===== src/qpc_pkg.sv =====
package qpc_pkg;

  localparam int CNT_W = 16;
  localparam logic [CNT_W-1:0] MAX_RESET = 16'h0FFF;

  // index handling modes
  typedef enum logic [1:0] {
    QPC_FREE      = 2'b00,
    QPC_FREE_CAPT = 2'b01,
    QPC_RST_FIRST = 2'b11,
    QPC_RST_EVERY = 2'b10
  } qpc_mode_t;

  // index source select
  localparam logic IDX_ROUTE_DECODER = 1'b0;
  localparam logic IDX_ROUTE_DIRECT = 1'b1;

  // encoder pins together
  typedef struct packed {
    logic chanA;
    logic chanB;
    logic idxDecoder;
    logic idxDirect;
  } qpc_enc_t;

  typedef struct packed {
    qpc_mode_t mode;
    logic invertPolarity;
    logic idxRoute;
    logic [CNT_W-1:0] maxCount;
  } qpc_cfg_t;

endpackage : qpc_pkg


===== src/qpc_quadrature_position_counter.sv =====
`timescale 1ns/1ps
// Functional notes
// - Count up when B rising lags A rising, down for opposite rotation.
// - Step on every rising and falling edge of A or B, unless both change in one cycle: four per line pair.
// - At maximum, a further positive edge wraps count to zero.
// - At zero, a negative edge loads the maximum value.
// - In index-reset modes, rising index edge clears the count.
// - Free mode: wrap only, index ignored, index outputs held low.
// - Capture mode: wrap only, count latched at each index pulse.
// - Reset-by-index mode: clear on every index, no latched output.
// - Reset-by-first-index: clear only on first index after start-up.
// - Polarity setting inverts A and B only; index pulse always starts on its rising edge.
// - Index taken from decoder input two or direct, per routing option.
module qpc_quadrature_position_counter
  import qpc_pkg::*;
(
  // clock and reset
  input wire logic clk,
  input wire logic reset_n,
  // encoder pins
  input wire qpc_enc_t enc,
  // configuration
  input wire qpc_cfg_t cfg,
  // results
  output logic [CNT_W-1:0] count,
  output logic indexPulse,
  output logic [CNT_W-1:0] index_latched_count_out,
  output logic latchedValid,
  output logic firstIndexSeen
);

  function automatic logic [CNT_W-1:0] stepCount(input logic [CNT_W-1:0] c,
                                                  input logic up,
                                                  input logic [CNT_W-1:0] mx);
    if (up) begin
      stepCount = (c >= mx) ? '0 : c + 1'b1;
    end else begin
      stepCount = (c == '0) ? mx : c - 1'b1;
    end
  endfunction : stepCount

  // two-stage synchronisers; stage one read only by stage two
  logic [3:0] syncA_r;
  logic [3:0] syncB_r;
  logic [3:1] seen_r;
  always_ff @(posedge clk) begin
    if (!reset_n) begin
      syncA_r <= '0;
      syncB_r <= '0;
    end else begin
      syncA_r <= {enc.chanA, enc.chanB, enc.idxDecoder, enc.idxDirect};
      syncB_r <= syncA_r;
    end
  end

  // polarity only flips the channels; quadrature order survives inversion
  logic aNow;
  logic bNow;
  logic iNow;
  assign aNow = syncB_r[3] ^ cfg.invertPolarity;
  assign bNow = syncB_r[2] ^ cfg.invertPolarity;
  assign iNow = (cfg.idxRoute == IDX_ROUTE_DIRECT) ? syncB_r[0] : syncB_r[1];

  always_ff @(posedge clk) begin
    if (!reset_n) begin
      seen_r <= '0;
    end else begin
      seen_r <= {aNow, bNow, iNow};
    end
  end

  logic aChg;
  logic bChg;
  logic stepValid;
  logic stepUp;
  logic idxRise;
  assign aChg = aNow ^ seen_r[3];
  assign bChg = bNow ^ seen_r[2];
  assign stepValid = aChg ^ bChg;
  // A leading B: after an A change A != B, after a B change A == B
  assign stepUp = aChg ? (aNow != bNow) : (aNow == bNow);
  assign idxRise = iNow & ~seen_r[1] & (cfg.mode != QPC_FREE);

  logic idxClear;
  assign idxClear = idxRise & ((cfg.mode == QPC_RST_EVERY) ||
                    ((cfg.mode == QPC_RST_FIRST) && !firstIndexSeen));

  logic [CNT_W-1:0] count_nxt;
  always_comb begin
    count_nxt = count;
    if (idxClear) begin
      count_nxt = '0;
    end else if (stepValid) begin
      count_nxt = stepCount(count, stepUp, cfg.maxCount);
    end
  end

  always_ff @(posedge clk) begin
    if (!reset_n) begin
      count <= '0;
    end else begin
      count <= count_nxt;
    end
  end

  always_ff @(posedge clk) begin
    if (!reset_n) begin
      firstIndexSeen <= 1'b0;
    end else if (idxRise && cfg.mode == QPC_RST_FIRST) begin
      firstIndexSeen <= 1'b1;
    end
  end

  always_ff @(posedge clk) begin
    if (!reset_n) begin
      indexPulse <= 1'b0;
    end else begin
      indexPulse <= idxRise;
    end
  end

  always_ff @(posedge clk) begin
    if (!reset_n) begin
      index_latched_count_out <= '0;
      latchedValid <= 1'b0;
    end else if (cfg.mode != QPC_FREE_CAPT) begin
      index_latched_count_out <= '0;
      latchedValid <= 1'b0;
    end else if (idxRise) begin
      index_latched_count_out <= count;
      latchedValid <= 1'b1;
    end
  end

  a_up_wrap: assert property (@(posedge clk) disable iff (!reset_n)
    (stepValid && stepUp && !idxClear && count == cfg.maxCount) |=> count == '0)
    else $error("up step at maximum did not wrap to zero");

  a_down_wrap: assert property (@(posedge clk) disable iff (!reset_n)
    (stepValid && !stepUp && !idxClear && count == '0) |=> count == $past(cfg.maxCount))
    else $error("down step at zero did not load maximum");

  a_idx_clear: assert property (@(posedge clk) disable iff (!reset_n)
    idxClear |=> count == '0)
    else $error("index reset did not clear count");

  a_free_quiet: assert property (@(posedge clk) disable iff (!reset_n)
    (cfg.mode == QPC_FREE) [*2] |-> !indexPulse && index_latched_count_out == '0)
    else $error("free mode drove index outputs");

  a_capt_latch: assert property (@(posedge clk) disable iff (!reset_n)
    (idxRise && cfg.mode == QPC_FREE_CAPT) |=> index_latched_count_out == $past(count))
    else $error("index capture missed count");

  a_rst_nolatch: assert property (@(posedge clk) disable iff (!reset_n)
    (cfg.mode == QPC_RST_EVERY) [*2] |-> index_latched_count_out == '0 && !latchedValid)
    else $error("latched output active in reset-by-index mode");

  a_first_only: assert property (@(posedge clk) disable iff (!reset_n)
    (cfg.mode == QPC_RST_FIRST && firstIndexSeen && idxRise && !stepValid) |=> $stable(count))
    else $error("later index cleared count in first-index mode");

  a_bad_hold: assert property (@(posedge clk) disable iff (!reset_n)
    (aChg && bChg && !idxClear) |=> $stable(count))
    else $error("double channel change moved count");

  a_up_step: assert property (@(posedge clk) disable iff (!reset_n)
    (stepValid && stepUp && !idxClear && count < cfg.maxCount) |=> count == $past(count) + 1'b1)
    else $error("forward step did not increment");

  a_down_step: assert property (@(posedge clk) disable iff (!reset_n)
    (stepValid && !stepUp && !idxClear && count != '0) |=> count == $past(count) - 1'b1)
    else $error("reverse step did not decrement");

  // outputs are registered, so every check below looks one edge after the decision
  a_idle_hold: assert property (@(posedge clk) disable iff (!reset_n)
    (!stepValid && !idxClear) |=> $stable(count))
    else $error("count moved without an edge");

  a_idx_single: assert property (@(posedge clk) disable iff (!reset_n)
    indexPulse |=> !indexPulse)
    else $error("index pulse wider than one cycle");

  a_free_noclr: assert property (@(posedge clk) disable iff (!reset_n)
    (cfg.mode inside {QPC_FREE, QPC_FREE_CAPT} && !stepValid) |=> $stable(count))
    else $error("free-running count cleared by index");

  a_latch_hold: assert property (@(posedge clk) disable iff (!reset_n)
    (cfg.mode == QPC_FREE_CAPT && !idxRise) |=> $stable(index_latched_count_out))
    else $error("latched count changed without index");

  a_capt_valid: assert property (@(posedge clk) disable iff (!reset_n)
    (idxRise && cfg.mode == QPC_FREE_CAPT) |=> latchedValid)
    else $error("capture did not flag latched count");

  a_rst_every: assert property (@(posedge clk) disable iff (!reset_n)
    (idxRise && cfg.mode == QPC_RST_EVERY) |=> count == '0)
    else $error("index did not clear count in reset-by-index mode");

  a_latch_zero: assert property (@(posedge clk) disable iff (!reset_n)
    (cfg.mode != QPC_FREE_CAPT) |=> (index_latched_count_out == '0 && !latchedValid))
    else $error("latched output active outside capture mode");

  a_first_set: assert property (@(posedge clk) disable iff (!reset_n)
    (idxRise && cfg.mode == QPC_RST_FIRST) |=> firstIndexSeen)
    else $error("first index not recorded");

  a_first_sticky: assert property (@(posedge clk) disable iff (!reset_n)
    firstIndexSeen |=> firstIndexSeen)
    else $error("first index record lost");

  // a polarity flip moves both channels at once, so it must never count by itself
  a_pol_flip: assert property (@(posedge clk) disable iff (!reset_n)
    ($changed(cfg.invertPolarity) && $stable(syncB_r[3:2]) && !idxClear) |=> $stable(count))
    else $error("polarity change stepped the count");

  a_route_direct: assert property (@(posedge clk) disable iff (!reset_n)
    (cfg.mode != QPC_FREE && cfg.idxRoute == IDX_ROUTE_DIRECT && $stable(cfg.idxRoute) &&
     $rose(syncB_r[0])) |=> indexPulse)
    else $error("direct index input not seen");

endmodule : qpc_quadrature_position_counter


===== config.mk =====
export PLATFORM = sky130hd
export DESIGN_NAME = qpc_quadrature_position_counter
export DESIGN_NICKNAME = d
export VERILOG_FILES = /design/src/qpc_pkg.sv /design/src/qpc_quadrature_position_counter.sv
export SDC_FILE = /design/constraint.sdc
export NUM_CORES = 1
export LEC_CHECK = 0
export BUFFER_PORTS_ARGS = -buffer_cell sky130_fd_sc_hd__buf_2
export CORE_ASPECT_RATIO = 1.2
export CORE_MARGIN = 8
export CORE_UTILIZATION = 43
export CTS_CLUSTER_DIAMETER = 100
export DETAILED_ROUTE_END_ITERATION = 16
export GPL_TIMING_DRIVEN = 0
export REMOVE_ABC_BUFFERS = 1
export SKIP_LAST_GASP = 1
export SLEW_MARGIN = 20
export SYNTH_ARGS = -nofsm -noshare
export SYNTH_HDL_FRONTEND = slang
export SYNTH_SLANG_ARGS = --single-unit

===== constraint.sdc =====
create_clock -name clk -period 6.8 [get_ports clk]
set_input_delay 1.36 -clock clk [delete_from_list [all_inputs] [get_ports clk]]
set_output_delay 1.36 -clock clk [all_outputs]
set_load 0.05 [all_outputs]

## After elaboration in Yosys (flattened, before gate mapping)

Index checks and enable logic that the tools add are counted.

- Register bits after elaboration: 46
- Input bits: 26
- Word-level logic and storage cells: 39

- $add $sub $neg: 2
- $lt $le $gt $ge: 1
- Eq/ne operators: 5
- Mux-type cells: 5
- Bitwise logic cells: 10
- Reduce and logical (&&, ||, !) cells: 8

Operators with widths:

| cell | number |
|---|---|
| 16-bit 2-to-1 mux | 3 |
| 16-bit by 1-bit adder with 16-bit output, second input constant | 1 |
| 16-bit >= comparator | 1 |
| 16-bit zero test | 1 |
| 16-bit by 1-bit subtractor with 16-bit output, second input constant | 1 |
| 1-bit XOR | 5 |
| 2-bit == test, second input constant | 2 |
| 2-bit OR reduction | 2 |
| 1-bit bitwise AND | 3 |
| 1-bit logical AND | 2 |
| 1-bit 2-to-1 mux | 2 |
| 2-bit by 1-bit != test with 1-bit output, second input constant | 1 |
| 1-bit NOT | 2 |
| 2-bit nonzero test | 1 |
| 1-bit == test | 1 |
| 1-bit zero test | 1 |
| 1-bit logical OR | 1 |
| 1-bit != test | 1 |

## Depth between registers and ports, before layout

Gate-level depths: netlist (run 1).

- Word-level depth: 5
- Mapped depth: 9

## Worst setup path before layout (run 1)

OpenSTA, ideal clock, no wires.

- Path kind: input to register
- Start: in cfg[0] (netlist name)
- End: reg count[12]
- Library setup time: 74 ps
- Arrival time: 3105 ps
- Required time: 6726 ps
- Slack: 3620 ps
- Cell stages on the path: 7
- Path through: ha_1 -> nand2b_1 -> a2111oi_0 -> o31ai_1 -> a21o_4 -> or4_1 -> a31oi_1

- Cells in the longest elaborated chain, start to end: 3

RTL lines:

| item | line | source |
|---|---|---|
| from (decl) | qpc_quadrature_position_counter.sv:23 | `input wire qpc_cfg_t cfg,` |
| 16-bit >= comparator | qpc_quadrature_position_counter.sv:36 | `stepCount = (c >= mx) ? '0 : c + 1'b1;` |
| 16-bit 2-to-1 mux | qpc_quadrature_position_counter.sv:36 |  |
| 16-bit 2-to-1 mux | qpc_quadrature_position_counter.sv:35 | `if (up) begin` |
| to (signal assigned) | qpc_quadrature_position_counter.sv:102 | `count <= count_nxt;` |
| to (decl) | qpc_quadrature_position_counter.sv:25 | `output logic [CNT_W-1:0] count,` |

Every way passes these cells.
A chain may end at the register's enable or synchronous reset.

## Worst setup path after layout (run 1)

- Start: in cfg[0] (netlist name)
- End: reg count[1]

The elaborated chain is that of the path after synthesis.

==> impl_metrics.yaml, run 1 <==
floorplan:
  die_w_um: 92.5
  die_h_um: 108
  ios: 61
  dieArea_um2: 9970
  row_count: 33
  core_area_um2: 6810
  initial_utilization_pct: 44.3
status:
  status: "finished, final reports clean"
worst_setup_path:
  cp-startpoint: "cfg[0]"
  path_cells: "buf_2 > ha_1 > nand2b_1 > a2111oi_0 > o31ai_1 > a21oi_2 > a221oi_1 > a211oi_1"
  cp_num_buf_inv: 1
  cp_max_fo: 16
  r2r-start: "count[2]"
  critical_path_class: "input port to flop"
  cp.arrival_ns: 3.70
  critPathCaptureType: "flop"
  max_stage_delay_ns: 0.68
  cp_slowest_cell: "a21oi_2"
  cp_top_family: "compound AO/OA/AOI/OAI gates"
  cp.required_ns: 7.02
  crit_path_start_kind: "input port"
logic_synthesis:
  ys_seq_elements: 46
  yosysTopAreaCell: "dfxtp_1"
  synth_top_area_share_pct: 30.5
  synth_area_um2: 3020
  synth_cell_types: 62
  syn_area_per_cell_um2: 8.28
  synth_ff_type: "dfxtp_1"
  syn_inst: 365
  synthArstFlopShare_pct: 0
  ys_warn_count: 0
  synth_edf_count: 0
  synth_seq_area_share_pct: 30.5
  synthTopCellsByArea: "dfxtp_1 30%, ha_1 7.9%, mux2i_1 6.6%, nor2_1 3.9%, nor3_1 3.0%"
global_route:
  overflow: 0
  grt_first_pass_wirelength_um: 13700
  antenna_found_initial: 0
  globalRouteTotalUtil_pct: 16.8
  grt_pass1_vias: 2823
  grt_max_degree: 21
sta:
  period_share_pct: 51.1
  finalMaxSlewViolations: 0
  fin_skew_ns: 0.00677
  rsz0062_at_grt: "no"
  setup_viol_count_final: 0
  fmax_mhz: 288
  relSlewSlack_pct: 39.0
  hold_viol_final: 0
  min_period_ns: 3.47
  worst_pin_slew_ns: 0.915
  final.setup.tns_ns: 0
clocking:
  tritoncts: "built"
  cts-root-buf: "clkbuf_8"
  cts_setup_buffers: 0
  cts_resized: 0
  cts.sink_count: 46
  path_clk_slew_ns: 0.09
  clk_path_buf_depth: 2
  worstSkewPairLatency_ns: 0.31
  cts_hold_buf: 0
  cts_buffers: 5
  htree_levels: 2
layout:
  final_cell_mix: "60 x buf_2, 46 x dfxtp_1, 31 x nor2_1"
  area_growth_syn_to_layout_pct: 14.1
  fin_nets: 450
  antenna-diode-count: 0
  final_common_cell: "buf_2"
  final_core_util_pct: 50.6
  drive_above_1_share_pct: 21.9
hold_path:
  hold_start: "syncA_r[0]"
  holdCritPathClass: "flop to flop"
place:
  port_buffers: 60
  dp_hpwl_um: 5890
  routabilityCongestion: 0.851
routing:
  dr.pass1.iters: 4
  met3_length_um: 510
  vias: 2849
  wl_met1_um: 3770
  drtIter0Drc: 152
  route.detailed.drc: 0
  met2_length_um: 3980
  routedWlPerCell_um: 17.1
  wl_um: 8420
  detail_route.vias_per_cell: 5.78
  maxUsedRoutingLayer: "met4"
  ant_nets: 0
power_and_ir_drop:
  power_density_nw_per_um2: 485
  ir_drop_v: 0.000246
  leakagePower_uw: 0.00151
job:
  maxCapViolCount: 0
## sequential cells by signal, indices dropped and copies added, names as in the netlist
name                     cells
syncA_r                      4
firstIndexSeen               1
seen_r                       3
index_latched_count_out     16
count                       16
latchedValid                 1
syncB_r                      4
indexPulse                   1
## routing by layer
layer / vias to the layer above / GRT usage (%)
li1: 1415 / -
met5: - / 0
met4: 0 / 6.69
met1: 1334 / 20.5
met3: 12 / 3.91
met2: 88 / 27.8
## worst register-to-register path: stages (launching register included)
cell and delay, ns:
dfxtp_1 0.46, nor3_1 0.46, nand4_1 0.66, nor2_1 0.87
nor3_1 0.15, a32o_1 0.30, a221o_1 0.30
## report_power, final
part	switching, uW	internal (uW)	total [uW]	leakage (uW)
Clock	102	109	212	0.0000504
Combinational	644	373	1020	0.00108
Sequential	127	314	441	0.000375
## kinds of logic after synthesis
logic type	count (synthesis)	share of synthesized area (%)
AND/OR/NAND/NOR	131	22.9
AO/OA/AOI/OAI	90	21.5
buffers and inverters	47	6.54
flip-flops	46	30.5
multiplexers	20	6.63
adder cells (fa/ha/maj)	19	7.87
XOR/XNOR	12	4.02
## final cells by class
class / count / area, um2
flip-flops and latches: 46 / 921
multi-input cells: 272 / 1920
clock inverters: 3 / 45.0
fillers: 694 / 3370
repair buffers: 61 / 308
well taps: 87 / 109
inverters: 19 / 71.3
clock buffers: 5 / 68.8
## worst paths after layout
check                                  end  slack (ns)  cells after the start
worst max-delay path              count[1]        3.33                      8
worst min-delay path            syncB_r[0]        0.44                      1
worst max register to register   count[11]        3.49                      6
worst min register to register  syncB_r[0]        0.44                      1
## Yosys cell counts, types with 3 or more instances
library cell / number
o32ai_1: 3
xnor2_1: 7
or3_1: 4
a2111oi_0: 3
nand3b_1: 3
and2_1: 14
mux2i_1: 20
nor2_1: 31
clkbuf_1: 20
and3_1: 6
dfxtp_1: 46
nor3_1: 18
xor2_1: 4
o21a_1: 5
nand2_1: 19
o31ai_1: 4
and4_1: 3
a22oi_1: 3
a32oi_1: 5
nor4_1: 4
a31oi_1: 5
a31o_2: 4
a21oi_1: 15
o21ai_0: 14
nand3_1: 11
inv_1: 19
ha_1: 19
a21o_1: 6
buf_2: 5
nand4_1: 5
## metrics by stage
| step | total power, uW | worst slack [ns] | hold slack, ns | cells | area [um2] |
|---|---|---|---|---|---|
| floorplan | 1190 | 3.59 | 0.412 | 337 | 2890 |
| global placement | 1440 | 2.98 | 0.413 | 484 | 3300 |
| detailed placement | 1450 | 3.08 | 0.420 | 485 | 3330 |
| CTS | 1670 | 3.37 | 0.446 | 493 | 3440 |
| global route | 1800 | 3.20 | 0.465 | 493 | 3450 |
| finish | 1670 | 3.33 | 0.441 | 493 | 3450 |
No activity file was read; power rests on OpenSTA's default activity.
==> inputs of run 2 (changes only) <==
ABC_AREA = 1   (was not set)
clock period = 3.55 ns   (was 6.8 ns; I/O delays follow)
==> impl_metrics.yaml, run 2 <==
status:
  status: "finished, final reports clean"
routing:
  vias: 3383
  ant_nets: 0
  maxUsedRoutingLayer: "met4"
  routedWlPerCell_um: 13.5
  dr.pass1.iters: 4
  wl_met1_um: 4030
  route.detailed.drc: 0
  met3_length_um: 522
  detail_route.vias_per_cell: 5.00
  wl_um: 9120
  drtIter0Drc: 175
  met2_length_um: 4420
sta:
  finalMaxSlewViolations: 0
  rsz0062_at_grt: "no"
  hold_slack_ns: 0.419
  fmax_mhz: 452
  final.setup.tns_ns: 0
  setup_viol_count_final: 0
  hold_viol_final: 0
  relSlewSlack_pct: 55.2
  fin_skew_ns: 0.0102
  worst_pin_slew_ns: 0.671
  min_period_ns: 2.21
  period_share_pct: 62.3
  fin_ws_ns: 1.34
logic_synthesis:
  synth_top_area_share_pct: 26.6
  synth_cell_types: 36
  syn_inst: 530
  synth_edf_count: 0
  synth_top_cells_by_count: "147 x nand2_1, 59 x inv_1, 52 x nor2_1, 46 x dfxtp_1, 37 x a21oi_1"
  synth.most_common_cell: "nand2_1"
  yosysTopAreaCell: "dfxtp_1"
  ys_seq_elements: 46
  synthTopCellsByArea: "dfxtp_1 27%, nand2_1 16%, ha_1 6.9%, inv_1 6.4%, nor2_1 5.6%"
  syn_area_per_cell_um2: 6.53
  synth_seq_area_share_pct: 26.6
  synth_ff_type: "dfxtp_1"
  synth_area_um2: 3460
  ys_warn_count: 0
  synthArstFlopShare_pct: 0
power_and_ir_drop:
  power_density_nw_per_um2: 483
  ir_drop_v: 0.000285
  leakagePower_uw: 0.00192
worst_setup_path:
  cp_slowest_cell: "dfxtp_1"
  critPathCaptureType: "flop"
  max_stage_delay_ns: 0.64
  path_cells: "ha_1 > nand2_1 > nor2_1 > nor2_1 > nand2_1 > nand2_1 > nand2_1 > nand2_1 > nand2_4 > nor2_1 > nor2_1 > nor2_1"
  crit_path_start_kind: "flop"
  cp.required_ns: 3.79
  cp_top_family: "simple AND/OR/NAND/NOR gates"
  cp_num_buf_inv: 0
  critical_path_class: "flop to flop"
  cp.arrival_ns: 2.45
  cp_max_fo: 9
clocking:
  cts.sink_count: 46
  cts_resized: 0
  htree_levels: 2
  tritoncts: "built"
  cts_buffers: 5
  path_clk_slew_ns: 0.08
  clk_path_buf_depth: 2
  worstSkewPairLatency_ns: 0.29
  cts_hold_buf: 0
  cts_setup_buffers: 0
  cts-root-buf: "clkbuf_8"
global_route:
  grt_first_pass_wirelength_um: 15200
  antenna_found_initial: 0
  globalRouteTotalUtil_pct: 16.4
  grt_max_degree: 26
  grt_pass1_vias: 3231
  overflow: 0
layout:
  largestRegisters: "count (16), index_latched_count_out (16)"
  antenna-diode-count: 0
  final_common_cell: "nand2_1"
  fin_nets: 626
  final_cell_mix: "147 x nand2_1, 60 x buf_2, 59 x inv_1"
  drive_above_1_share_pct: 22.2
  area_growth_syn_to_layout_pct: 11.1
  final_core_util_pct: 48.2
hold_path:
  holdCritPathClass: "flop to flop"
floorplan:
  die_w_um: 97.9
  row_count: 36
  ios: 61
  dieArea_um2: 11200
  initial_utilization_pct: 43.4
  die_h_um: 114
  core_area_um2: 7970
place:
  place_ws_ns: 1.09
  routabilityCongestion: 0.894
  port_buffers: 60
  dp_hpwl_um: 7140
job:
  maxCapViolCount: 0
[run 2: cell types whose count changed in the layout (fill, tap and decap cells not counted), moves of 7 or more]
cell | before | now
nor3_1 | 18 | 3
o21ai_1 | 1 | 11
nor2_2 | 0 | 15
and2_1 | 14 | 0
nor2_1 | 31 | 52
inv_1 | 19 | 59
a21oi_1 | 15 | 37
nand3_1 | 11 | 30
mux2i_1 | 20 | 0
xor2_1 | 3 | 11
nand2_1 | 19 | 147
inv_2 | 0 | 16
nand3_2 | 0 | 7
[run 2: cell type report]
type	instances	area [um2]
clock buffers	7	76.3
flip-flops and latches	46	921
repair buffers	60	300
inverters	77	289
fillers	842	4130
well taps	95	119
multi-input cells	391	2140
[run 2: metrics by stage]
step / std cells / power [uW] / instance area, um2
floorplan: 514 / 1350 / 3350
global placement: 669 / 1560 / 3770
detailed placement: 669 / 1570 / 3770
CTS: 676 / 1870 / 3850
global route: 676 / 2000 / 3850
finish: 676 / 1860 / 3850
[run 2: worst reg2reg max path: stages, from the launching register on]
cell and delay, ns:
dfxtp_1 0.64, ha_1 0.35, nand2_1 0.09, nor2_1 0.05, nor2_1 0.08, nand2_1 0.07, nand2_1 0.06, nand2_1 0.05
nand2_1 0.35, nand2_4 0.17, nor2_1 0.13, nor2_1 0.06, nor2_1 0.07
[run 2: final timing paths]
kind	cells after the start	slack (ns)	endpoint	from
setup / recovery	12	1.34	count[9]	count[3]
hold / removal	2	0.42	syncB_r[0]	syncA_r[0]
setup reg to reg	12	1.34	count[9]	count[3]
hold reg to reg	2	0.42	syncB_r[0]	syncA_r[0]
[run 2: logic make-up (layout without fill, tap and decap cells)]
kind of cell | after synthesis | after routing | synth area share [%]
AO/OA/AOI/OAI | 75 | 75 | 12.0
XOR/XNOR | 13 | 13 | 3.29
adder cells (fa/ha/maj) | 19 | 19 | 6.87
buffers and inverters | 93 | 144 | 11.5
flip-flops | 46 | 46 | 26.6
AND/OR/NAND/NOR | 284 | 284 | 39.7
[run 2: report_power, final]
group	internal, uW	total [uW]	switching (uW)
sequential	555	669	114
combinational	286	891	605
clock	136	299	163
total	977	1860	883
[run 2: layer usage]
layer / GRT usage (%) / up-vias
li1: - / 1769
met1: 19.4 / 1527
met2: 29.0 / 78
met3: 3.22 / 9
met4: 5.63 / 0
met5: 0 / -
